--- src/hdl/ibtl_pkg.sv ---
// constants for the instrument bus talker/listener port
// assumes a byte-wide bus with standard interface-message codes
package ibtl_pkg;
  localparam int unsigned CLK_HZ      = 40_000_000;
  localparam int unsigned FIFO_WIDTH  = 8;
  localparam int unsigned FIFO_DEPTH  = 8;
  // processor register indices
  localparam logic [1:0] RD_STATE     = 2'h0;
  localparam logic [1:0] RD_COMMAND   = 2'h1;
  localparam logic [1:0] RD_CAUSE     = 2'h2;
  localparam logic [1:0] RD_DATA      = 2'h3;
  localparam logic [1:0] WR_CONTROL   = 2'h1;
  localparam logic [1:0] WR_STATUS    = 2'h2;
  localparam logic [1:0] WR_DATA      = 2'h3;
  // control-out bits
  localparam int unsigned CTL_CLR_ADDR   = 0;
  localparam int unsigned CTL_CLR_REMOTE = 1;
  // interface messages on the data lines, bit 7 ignored
  localparam logic [6:0] MSG_GTL      = 7'h01;
  localparam logic [6:0] MSG_SDC      = 7'h04;
  localparam logic [6:0] MSG_GET      = 7'h08;
  localparam logic [6:0] MSG_LLO      = 7'h11;
  localparam logic [6:0] MSG_DCL      = 7'h14;
  localparam logic [6:0] MSG_SPE      = 7'h18;
  localparam logic [6:0] MSG_SPD      = 7'h19;
  localparam logic [6:0] MSG_UNL      = 7'h3f;
  localparam logic [1:0] GRP_LISTEN   = 2'h1;
  localparam logic [1:0] GRP_TALK     = 2'h2;
  // command-in codes: three decoded bits then the class bit
  localparam logic [3:0] CODE_LLO     = 4'h1;
  localparam logic [3:0] CODE_DCL     = 4'h9;
  localparam logic [3:0] CODE_GTL     = 4'h0;
  localparam logic [3:0] CODE_SDC     = 4'h8;
  localparam logic [3:0] CODE_GET     = 4'h6;
  // reset values
  localparam logic [7:0] RST_BYTE     = 8'h00;
  localparam logic [3:0] RST_CODE     = 4'h0;
endpackage : ibtl_pkg

--- src/hdl/ibtl_port.sv ---
// talker/listener port: command decode, flags, acceptor and source handshakes
// assumes processor selects are one-cycle strobes on clk; bus pins are asynchronous
// How it works
// [RULE_01] accept bytes only under attention or listen
// [RULE_02] decoder strobe one clock before accepted rises
// [RULE_03] unlisten clears the listen flag
// [RULE_04] any talk address reloads talk flag
// [RULE_05] own listen address sets listen flag
// [RULE_06] data byte sets flag, latches, interrupts
// [RULE_07] reading cause register clears interrupt
// [RULE_08] reading data-in clears flag, raises ready
// [RULE_09] command byte sets flag, latches code, interrupts
// [RULE_10] code class bit one for universal
// [RULE_11] poll enable sets, poll disable clears
// [RULE_12] two stage valid sync, then strobe
// [RULE_13] data strobe drops ready and interrupts
// [RULE_14] strobe ends, accepted rises next clock
// [RULE_15] valid gone, accepted returns low
// [RULE_16] data write clears free, valid later
// [RULE_17] accepted seen sets free next clock
// [RULE_18] valid released clock after free sets
// [RULE_19] valid waits for listener ready
// [RULE_20] writes barred in poll; drive only talking
// [RULE_21] software checks talk and free first
// [RULE_22] read/write and two bits pick registers
// [RULE_23] software writes poll status byte
// [RULE_24] reset clears flags and handshakes, sets free
`timescale 1ns/100ps
`default_nettype none

module ibtl_fifo #(
  parameter int unsigned WIDTH = 8,
  parameter int unsigned DEPTH = 8
) (
  // clock and reset
  input  wire logic             clk,
  input  wire logic             sys_rst,
  // fill side
  input  wire logic             in_valid,
  output logic                  in_ready,
  input  wire logic [WIDTH-1:0] in_data,
  // drain side
  output logic                  out_valid,
  input  wire logic             out_ready,
  output logic      [WIDTH-1:0] out_data
);
  localparam int unsigned AW = $clog2(DEPTH);
  logic [WIDTH-1:0] mem [DEPTH];
  logic [AW:0]      wr_ptr;
  logic [AW:0]      rd_ptr;
  logic             push;
  logic             pop;

  assign in_ready  = (wr_ptr[AW] == rd_ptr[AW]) || (wr_ptr[AW-1:0] != rd_ptr[AW-1:0]);
  assign out_valid = wr_ptr != rd_ptr;
  assign out_data  = mem[rd_ptr[AW-1:0]];
  assign push      = in_valid && in_ready;
  assign pop       = out_valid && out_ready;

  always_ff @(posedge clk) begin
    if (push) begin
      mem[wr_ptr[AW-1:0]] <= in_data;
    end
  end

  always_ff @(posedge clk or posedge sys_rst) begin
    if (sys_rst) begin
      wr_ptr <= '0;
      rd_ptr <= '0;
    end else begin
      if (push) begin
        wr_ptr <= wr_ptr + 1'b1;
      end
      if (pop) begin
        rd_ptr <= rd_ptr + 1'b1;
      end
    end
  end
endmodule : ibtl_fifo

module ibtl_port (
  // clock and reset
  input  wire logic       clk,
  input  wire logic       sys_rst,
  // own bus address
  input  wire logic [4:0] own_address,
  // processor registers
  input  wire logic       cpu_sel,
  input  wire logic       cpu_rnw,
  input  wire logic [1:0] cpu_addr,
  input  wire logic [7:0] cpu_wdata,
  output logic      [7:0] cpu_rdata,
  output logic            processor_interrupt_low,
  output logic            data_out_write_ready,
  // bus data lines
  input  wire logic [7:0] bus_data_in,
  output logic      [7:0] bus_data_out,
  output logic            bus_data_oe,
  // bus control lines
  input  wire logic       attention_asserted_low,
  input  wire logic       data_valid_low_in,
  output logic            data_valid_low_out,
  output logic            data_valid_low_oe,
  input  wire logic       data_accepted_high_in,
  output logic            data_accepted_high_out,
  input  wire logic       ready_for_data_high_in,
  output logic            ready_for_data_high_out
);
  typedef enum logic [3:0] {
    ACC_IDLE   = 4'b0001,
    ACC_SYNC   = 4'b0010,
    ACC_STROBE = 4'b0100,
    ACC_DONE   = 4'b1000
  } ibtl_acc_e;
  typedef enum logic [3:0] {
    SRC_IDLE = 4'b0001,
    SRC_ARM  = 4'b0010,
    SRC_DAV  = 4'b0100,
    SRC_REL  = 4'b1000
  } ibtl_src_e;

  // pin synchronisers, first stage read only by second
  logic [7:0] data_m;
  logic [7:0] data_s;
  logic [3:0] ctl_m;
  logic [3:0] ctl_s;
  logic       atn;
  logic       dav_in;
  logic       dac_in;
  logic       rfd_in;

  always_ff @(posedge clk or posedge sys_rst) begin
    if (sys_rst) begin
      data_m <= ibtl_pkg::RST_BYTE;
      data_s <= ibtl_pkg::RST_BYTE;
      ctl_m  <= 4'hf;
      ctl_s  <= 4'hf;
    end else begin
      data_m <= bus_data_in;
      data_s <= data_m;
      ctl_m  <= {attention_asserted_low, data_valid_low_in,
                 ~data_accepted_high_in, ~ready_for_data_high_in};
      ctl_s  <= ctl_m;
    end
  end

  assign atn    = ~ctl_s[3];
  assign dav_in = ~ctl_s[2];
  assign dac_in = ~ctl_s[1];
  assign rfd_in = ~ctl_s[0];

  // flags and registers
  logic       listen;
  logic       talk;
  logic       spoll;
  logic       remote;
  logic       data_flag;
  logic       cmd_flag;
  logic       irq_flag;
  logic       free;
  logic [7:0] data_in_reg;
  logic [3:0] cmd_code;
  logic [7:0] status_reg;
  ibtl_acc_e  acc_state;
  ibtl_src_e  src_state;

  // register decode
  logic rd_state;
  logic rd_cmd;
  logic rd_cause;
  logic rd_data;
  logic wr_ctl;
  logic wr_status;
  logic wr_data;

  always_comb begin
    rd_state  = 1'b0;
    rd_cmd    = 1'b0;
    rd_cause  = 1'b0;
    rd_data   = 1'b0;
    wr_ctl    = 1'b0;
    wr_status = 1'b0;
    wr_data   = 1'b0;
    if (cpu_sel && cpu_rnw && cpu_addr == ibtl_pkg::RD_STATE) begin // [RULE_22]
      rd_state = 1'b1;
    end else if (cpu_sel && cpu_rnw && cpu_addr == ibtl_pkg::RD_COMMAND) begin
      rd_cmd = 1'b1;
    end else if (cpu_sel && cpu_rnw && cpu_addr == ibtl_pkg::RD_CAUSE) begin
      rd_cause = 1'b1;
    end else if (cpu_sel && cpu_rnw && cpu_addr == ibtl_pkg::RD_DATA) begin
      rd_data = 1'b1;
    end else if (cpu_sel && !cpu_rnw && cpu_addr == ibtl_pkg::WR_CONTROL) begin
      wr_ctl = 1'b1;
    end else if (cpu_sel && !cpu_rnw && cpu_addr == ibtl_pkg::WR_STATUS) begin
      wr_status = 1'b1;
    end else if (cpu_sel && !cpu_rnw && cpu_addr == ibtl_pkg::WR_DATA) begin
      wr_data = 1'b1;
    end
  end

  // combinational byte decode, always enabled
  logic [6:0] msg;
  logic       is_listen_grp;
  logic       is_talk_grp;
  logic       own_match;
  logic       universal;
  logic       addressed;
  logic [3:0] decoded_code;
  logic       strobe;
  logic       strobe_cmd;
  logic       strobe_data;

  assign msg           = data_s[6:0];
  assign own_match     = msg[4:0] == own_address;
  assign is_listen_grp = atn && msg[6:5] == ibtl_pkg::GRP_LISTEN;
  assign is_talk_grp   = atn && msg[6:5] == ibtl_pkg::GRP_TALK;
  assign universal     = atn && (msg == ibtl_pkg::MSG_LLO || msg == ibtl_pkg::MSG_DCL);
  assign addressed     = atn && listen && (msg == ibtl_pkg::MSG_GTL ||
                         msg == ibtl_pkg::MSG_SDC || msg == ibtl_pkg::MSG_GET);

  always_comb begin
    decoded_code = ibtl_pkg::CODE_GTL;
    case (msg) // [RULE_10]
      ibtl_pkg::MSG_LLO: decoded_code = ibtl_pkg::CODE_LLO;
      ibtl_pkg::MSG_DCL: decoded_code = ibtl_pkg::CODE_DCL;
      ibtl_pkg::MSG_SDC: decoded_code = ibtl_pkg::CODE_SDC;
      ibtl_pkg::MSG_GET: decoded_code = ibtl_pkg::CODE_GET;
      default:           decoded_code = ibtl_pkg::CODE_GTL;
    endcase
  end

  // sequenced decode only during the strobe
  assign strobe      = acc_state == ACC_STROBE; // [RULE_02]
  assign strobe_cmd  = strobe && (universal || addressed);
  assign strobe_data = strobe && !atn && listen;

  // acceptor handshake
  logic acc_en;
  assign acc_en = atn || listen; // [RULE_01]

  always_ff @(posedge clk or posedge sys_rst) begin
    if (sys_rst) begin
      acc_state              <= ACC_IDLE; // [RULE_24]
      data_accepted_high_out <= 1'b0;
    end else begin
      case (acc_state)
        ACC_IDLE: begin
          if (acc_en && dav_in && (atn || !data_flag)) begin // [RULE_12]
            acc_state <= ACC_SYNC;
          end
        end
        ACC_SYNC: begin
          acc_state <= ACC_STROBE; // [RULE_12]
        end
        ACC_STROBE: begin
          acc_state              <= ACC_DONE; // [RULE_14]
          data_accepted_high_out <= 1'b1;
        end
        ACC_DONE: begin
          if (!dav_in) begin
            acc_state              <= ACC_IDLE; // [RULE_15]
            data_accepted_high_out <= 1'b0;
          end
        end
        default: begin
          acc_state              <= ACC_IDLE;
          data_accepted_high_out <= 1'b0;
        end
      endcase
    end
  end

  // address and poll flags
  always_ff @(posedge clk or posedge sys_rst) begin
    if (sys_rst) begin
      listen <= 1'b0;
      talk   <= 1'b0;
      spoll  <= 1'b0;
      remote <= 1'b0;
    end else begin
      if (strobe && atn && msg == ibtl_pkg::MSG_UNL) begin
        listen <= 1'b0; // [RULE_03]
      end else if (strobe && is_listen_grp && own_match) begin
        listen <= 1'b1; // [RULE_05]
      end else if (wr_ctl && cpu_wdata[ibtl_pkg::CTL_CLR_ADDR]) begin
        listen <= 1'b0;
      end
      if (strobe && is_talk_grp) begin
        talk <= own_match; // [RULE_04]
      end else if (wr_ctl && cpu_wdata[ibtl_pkg::CTL_CLR_ADDR]) begin
        talk <= 1'b0;
      end
      if (strobe && atn && msg == ibtl_pkg::MSG_SPE) begin
        spoll <= 1'b1; // [RULE_11]
      end else if (strobe && atn && msg == ibtl_pkg::MSG_SPD) begin
        spoll <= 1'b0; // [RULE_11]
      end else if (wr_ctl && cpu_wdata[ibtl_pkg::CTL_CLR_ADDR]) begin
        spoll <= 1'b0;
      end
      if (strobe && is_listen_grp && own_match) begin
        remote <= 1'b1;
      end else if (wr_ctl && cpu_wdata[ibtl_pkg::CTL_CLR_REMOTE]) begin
        remote <= 1'b0;
      end
    end
  end

  // data and command latches; hardware set wins over a read clear
  always_ff @(posedge clk or posedge sys_rst) begin
    if (sys_rst) begin
      data_flag   <= 1'b0;
      cmd_flag    <= 1'b0;
      irq_flag    <= 1'b0;
      data_in_reg <= ibtl_pkg::RST_BYTE;
      cmd_code    <= ibtl_pkg::RST_CODE;
    end else begin
      if (strobe_data) begin
        data_flag   <= 1'b1; // [RULE_06] [RULE_13]
        data_in_reg <= data_s;
      end else if (rd_data) begin
        data_flag <= 1'b0; // [RULE_08]
      end
      if (strobe_cmd) begin
        cmd_flag <= 1'b1; // [RULE_09]
        cmd_code <= decoded_code;
      end else if (rd_cmd) begin
        cmd_flag <= 1'b0;
      end
      if (strobe_data || strobe_cmd) begin
        irq_flag <= 1'b1; // [RULE_06] [RULE_09]
      end else if (rd_cause) begin
        irq_flag <= 1'b0; // [RULE_07]
      end
    end
  end

  // processor read port and bus-facing outputs
  always_ff @(posedge clk or posedge sys_rst) begin
    if (sys_rst) begin
      cpu_rdata               <= ibtl_pkg::RST_BYTE;
      status_reg              <= ibtl_pkg::RST_BYTE;
      processor_interrupt_low <= 1'b1;
      ready_for_data_high_out <= 1'b0;
    end else begin
      if (rd_state) begin
        cpu_rdata <= {4'h0, remote, spoll, talk, listen};
      end else if (rd_cmd) begin
        cpu_rdata <= {4'h0, cmd_code};
      end else if (rd_cause) begin
        cpu_rdata <= {5'h00, free, data_flag, cmd_flag};
      end else if (rd_data) begin
        cpu_rdata <= data_in_reg;
      end
      if (wr_status) begin
        status_reg <= cpu_wdata;
      end
      processor_interrupt_low <= ~((strobe_data || strobe_cmd) || (irq_flag && !rd_cause));
      ready_for_data_high_out <= listen && !strobe_data && (rd_data || !data_flag); // [RULE_08] [RULE_13]
    end
  end

  // data-out path through the fifo
  logic       talk_en;
  logic       fifo_in_ready;
  logic       fifo_out_valid;
  logic       fifo_pop;
  logic [7:0] fifo_out_data;
  logic       out_push;

  assign talk_en  = talk && !atn; // [RULE_20]
  assign out_push = wr_data && !spoll; // [RULE_20]
  assign fifo_pop = src_state == SRC_REL;

  ibtl_fifo #(
    .WIDTH (ibtl_pkg::FIFO_WIDTH),
    .DEPTH (ibtl_pkg::FIFO_DEPTH)
  ) u_out_fifo (
    .clk       (clk),
    .sys_rst   (sys_rst),
    .in_valid  (out_push),
    .in_ready  (fifo_in_ready),
    .in_data   (cpu_wdata),
    .out_valid (fifo_out_valid),
    .out_ready (fifo_pop),
    .out_data  (fifo_out_data)
  );

  // source handshake
  always_ff @(posedge clk or posedge sys_rst) begin
    if (sys_rst) begin
      src_state          <= SRC_IDLE; // [RULE_24]
      free               <= 1'b1;
      data_valid_low_out <= 1'b1;
    end else begin
      case (src_state)
        SRC_IDLE: begin
          if (talk_en && fifo_out_valid) begin
            src_state <= SRC_ARM;
          end
        end
        SRC_ARM: begin
          if (!talk_en) begin
            src_state <= SRC_IDLE;
          end else if (rfd_in && !dac_in) begin
            src_state          <= SRC_DAV; // [RULE_16] [RULE_19]
            data_valid_low_out <= 1'b0;
          end
        end
        SRC_DAV: begin
          if (dac_in) begin
            src_state <= SRC_REL; // [RULE_17]
          end
        end
        SRC_REL: begin
          src_state          <= SRC_IDLE; // [RULE_18]
          data_valid_low_out <= 1'b1;
        end
        default: begin
          src_state          <= SRC_IDLE;
          data_valid_low_out <= 1'b1;
        end
      endcase
      if (src_state == SRC_DAV && dac_in) begin
        free <= 1'b1; // [RULE_17]
      end else if (out_push && fifo_in_ready) begin
        free <= 1'b0; // [RULE_16]
      end
    end
  end

  // bus drivers only while talking with attention released
  always_ff @(posedge clk or posedge sys_rst) begin
    if (sys_rst) begin
      bus_data_out         <= ibtl_pkg::RST_BYTE;
      bus_data_oe          <= 1'b0;
      data_valid_low_oe    <= 1'b0;
      data_out_write_ready <= 1'b0;
    end else begin
      bus_data_out         <= spoll ? status_reg : fifo_out_data;
      bus_data_oe          <= talk_en; // [RULE_20]
      data_valid_low_oe    <= talk_en && !spoll;
      data_out_write_ready <= fifo_in_ready && !spoll;
    end
  end
endmodule : ibtl_port

`default_nettype wire

--- config.mk ---
export PLATFORM = sky130hd
export DESIGN_NAME = ibtl_port
export DESIGN_NICKNAME = d
export VERILOG_FILES = /design/src/hdl/ibtl_pkg.sv /design/src/hdl/ibtl_port.sv
export SDC_FILE = /design/constraint.sdc
export NUM_CORES = 1
export LEC_CHECK = 0
export ABC_CLOCK_PERIOD_IN_PS = 3100
export BUFFER_PORTS_ARGS = -buffer_cell sky130_fd_sc_hd__buf_4
export CORE_MARGIN = 2
export CORE_UTILIZATION = 59
export CTS_BUF_LIST = sky130_fd_sc_hd__clkbuf_8 sky130_fd_sc_hd__clkbuf_16
export CTS_CLUSTER_DIAMETER = 50
export DETAILED_ROUTE_END_ITERATION = 6
export PLACE_DENSITY = 0.75
export RECOVER_POWER = 100
export SLEW_MARGIN = 20
export SYNTH_ARGS = -nofsm -noshare
export SYNTH_HDL_FRONTEND = slang
export SYNTH_HIERARCHICAL = 1
export SYNTH_SLANG_ARGS = --single-unit
--- constraint.sdc ---
create_clock -name clk -period 3.1 [get_ports clk]
set_clock_uncertainty 0.2 [all_clocks]
set_input_delay 0.62 -clock clk [delete_from_list [all_inputs] [get_ports clk]]
set_output_delay 0.62 -clock clk [all_outputs]
set_load 0.01 [all_outputs]
==> metrics.txt <==
status completed; H-tree depth 4; Leakage around 0.0029 µW; internal power 3568 µW; Max-Cap Viols 0; DR pass1 iterations 4; sw frac roughly a quarter; Post-Syn Area per Cell around 16 µm²; GRT Residual Overflow 0; Area Overhead vs Synth 16.26%; Tcrit/Tclk final ~88%; Hold Vio Cnt, Final 0; port buffer count 53; max FFs per register 64; Tot Pwr roughly 4700 µW; total number of vias 3653; share of cells above drive strength 1 28.04%; crit start category register; reg2reg start u_out_fifo/wr_ptr[1]; critical path fanouts, max 11; EDFF count, synth between 60 and 70; Placed Instance Area 0.006920 mm²; vias per cell between 5 and 6; core box area 0.01042 mm²; setup TNS 0 ns; worst hold path type register to register; register area share after synthesis about two thirds; met3 WL around 800 µm; chip width around 110 µm; detailed placement HPWL just over 8 mm; area of the die 0.01163 mm²; DR top layer met5; pre-CTS worst setup slack between 0.15 and 0.2 ns; largest net degree at the start of global routing 73; NumNets Final 505; Worst EP arrival roughly 2.7 ns; WL per Instance between 15 and 20 µm; initial DRC count 190; Routed WL about 12 mm; # hold bufs at CTS 13; maximum clock frequency between 300 and 400 MHz; Comb power frac under 10%; met2 WL 5.626 mm; post-CTS sizing 0; crit path capture type register; fin crit period ~2.7 ns; Syn Inst Count 394; Final WS setup 0.3799 ns; root buf cell clkbuf_8; Netlist cell types 64; synthesized area about 0.0064 mm²; Least-Margin Pin Slew 1.215 ns; Slew Viols, Final 0; #FFs+latches synth approximately 150; Initial Util between 60% and 70%; Required @ worst endpoint between 3 and 4 ns; asr flop ratio synth between 50% and 60%; Die H 107.9 µm; gpl congestion around 0.86; Crit Path Category register to register; clk_lat worst skew around 0.52 ns; RSZ-0062 raised after global routing no; Reg power frac approximately half; initial antenna violation count 1; clock slew at reported path FFs approximately 0.06 ns; Post CTS Setup Buffer Count 0; Antenna diodes 0; Design Area, Final between 0.007 and 0.008 mm²; power density over cell area about 630 mW/mm²; CTS Sinks approximately 150; switching pwr 1128 µW; Net Count, Synth ~430; Setup violations, final 0; Top Ports 54; worst setup path start u_out_fifo/wr_ptr[1]; Yosys Warn Count 6; Final ANT Viol Nets 0; number of global-route vias before repair 3709; # DRC 0; CTS Buf Count 17; VDD IR-drop max 0.3548 mV; GRT Overall Usage 23.55%; relative slew slack 18.35%; CTS tree yes; first-pass GRT wire length 19.78 mm; Met1 Wirelength roughly 5.6 mm; clk buf depth 2; worst min-delay path startpoint data_m[5]; FP Rows 37; Clock power frac a little over two fifths; Post-synth top flop dfrtp_1
[area by class of cell]
type | instances | area, µm²
clock buffers | 19 | 464.2
clock inverters | 13 | 115.1
fillers | 699 | 3017
inverters | 8 | 31.28
multi-input cells | 215 | 1959
flip-flops and latches | 154 | 4190
well taps | 136 | 170.2
repair buffers | 76 | 469.2
[power by group through the flow]
stage	logic, µW	registers (µW)	clock network, µW
2_1_floorplan	343	2320	0
3_3_place_gp	450	2350	0
3_5_place_dp	466	2360	0
4_1_cts	482	2320	1990
5_1_grt	458	2330	2080
6_report	415	2310	1970
[per-layer routing]
metal,up-vias,track usage [%]
met5,-,0
met4,2,8.608
li1,1647,-
met2,115,34.73
met3,26,7.203
met1,1863,33.52
[per-stage QoR]
| step | hold WS, ns | cells | util, % |
|---|---|---|---|
| 6_report | 0.1474 | 621 | 71.04 |
| 5_1_grt | 0.1551 | 621 | 71.04 |
| 4_1_cts | 0.1398 | 621 | 73.25 |
| 3_5_place_dp | 0.1363 | 576 | 66.44 |
| 3_3_place_gp | 0.1320 | 576 | 66.44 |
| 2_1_floorplan | 0.1312 | 394 | - |
[worst max-delay path: stages (launching register included)]
cell	delay (ns)
dfrtp_1	0.59
xor2_1	0.36
o41ai_1	0.20
nor3_1	0.98
[Yosys cell counts, types with 4 or more instances]
cell	number	area (µm²)
dfrtp_1	77	1927
edfxtp_1	64	1922
mux2_2	34	382.9
nand2_1	22	82.58
mux4_2	19	427.9
nor2_1	17	63.81
dfstp_2	13	341.6
xor2_1	9	78.83
inv_1	8	30.03
nor2b_1	8	50.05
o21ai_0	8	40.04
buf_2	7	35.03
nor3_1	6	30.03
xnor2_1	6	52.55
nand2b_1	5	31.28
a21oi_1	4	20.02
a22o_1	4	35.03
buf_6	4	45.04
mux2_4	4	60.06
nand3_1	4	20.02
nand4_1	4	25.02
nor4_1	4	25.02
[cell families after synthesis]
logic type	after synthesis	synth area share, %
AO/OA/AOI/OAI	41	5.465
AND/OR/NAND/NOR	94	8.964
flip-flops	154	65.83
multiplexers	59	14.00
XOR/XNOR	19	3.086
buffers and inverters	25	2.261
adder cells (fa/ha/maj)	2	0.3931
[path summary, 6_finish.rpt]
path	to	slack, ns	cells after the start
min in group asynchronous	u_out_fifo/rd_ptr[1]	0.42	3
max in group asynchronous	acc_state[1]	0.92	4
max reg2reg	u_out_fifo/mem[1][2]	0.38	3
min	data_s[5]	0.15	0
max	u_out_fifo/mem[1][2]	0.38	3
min reg2reg	data_s[5]	0.15	0
[cell usage in the layout (no fill, tap or decap), drive strengths merged, types with 3 or more instances in the layout]
| master | count |
|---|---|
| nand2b | 5 |
| clkbuf | 68 |
| o31ai | 3 |
| nand2 | 22 |
| edfxtp | 64 |
| o41ai | 3 |
| nor3 | 7 |
| nor2b | 8 |
| a21oi | 4 |
| xor2 | 12 |
| nor4 | 5 |
| xnor2 | 7 |
| dfrtp | 77 |
| mux4 | 19 |
| clkinvlp | 5 |
| nand4 | 4 |
| nor2 | 18 |
| dfstp | 13 |
| nor4b | 5 |
| mux2 | 38 |
| o21ai | 8 |
| a22o | 4 |
| dlygate4sd3 | 13 |
| and2 | 4 |
| nand3 | 4 |
| inv | 14 |
| buf | 14 |
(Power assumes the default switching activity.)
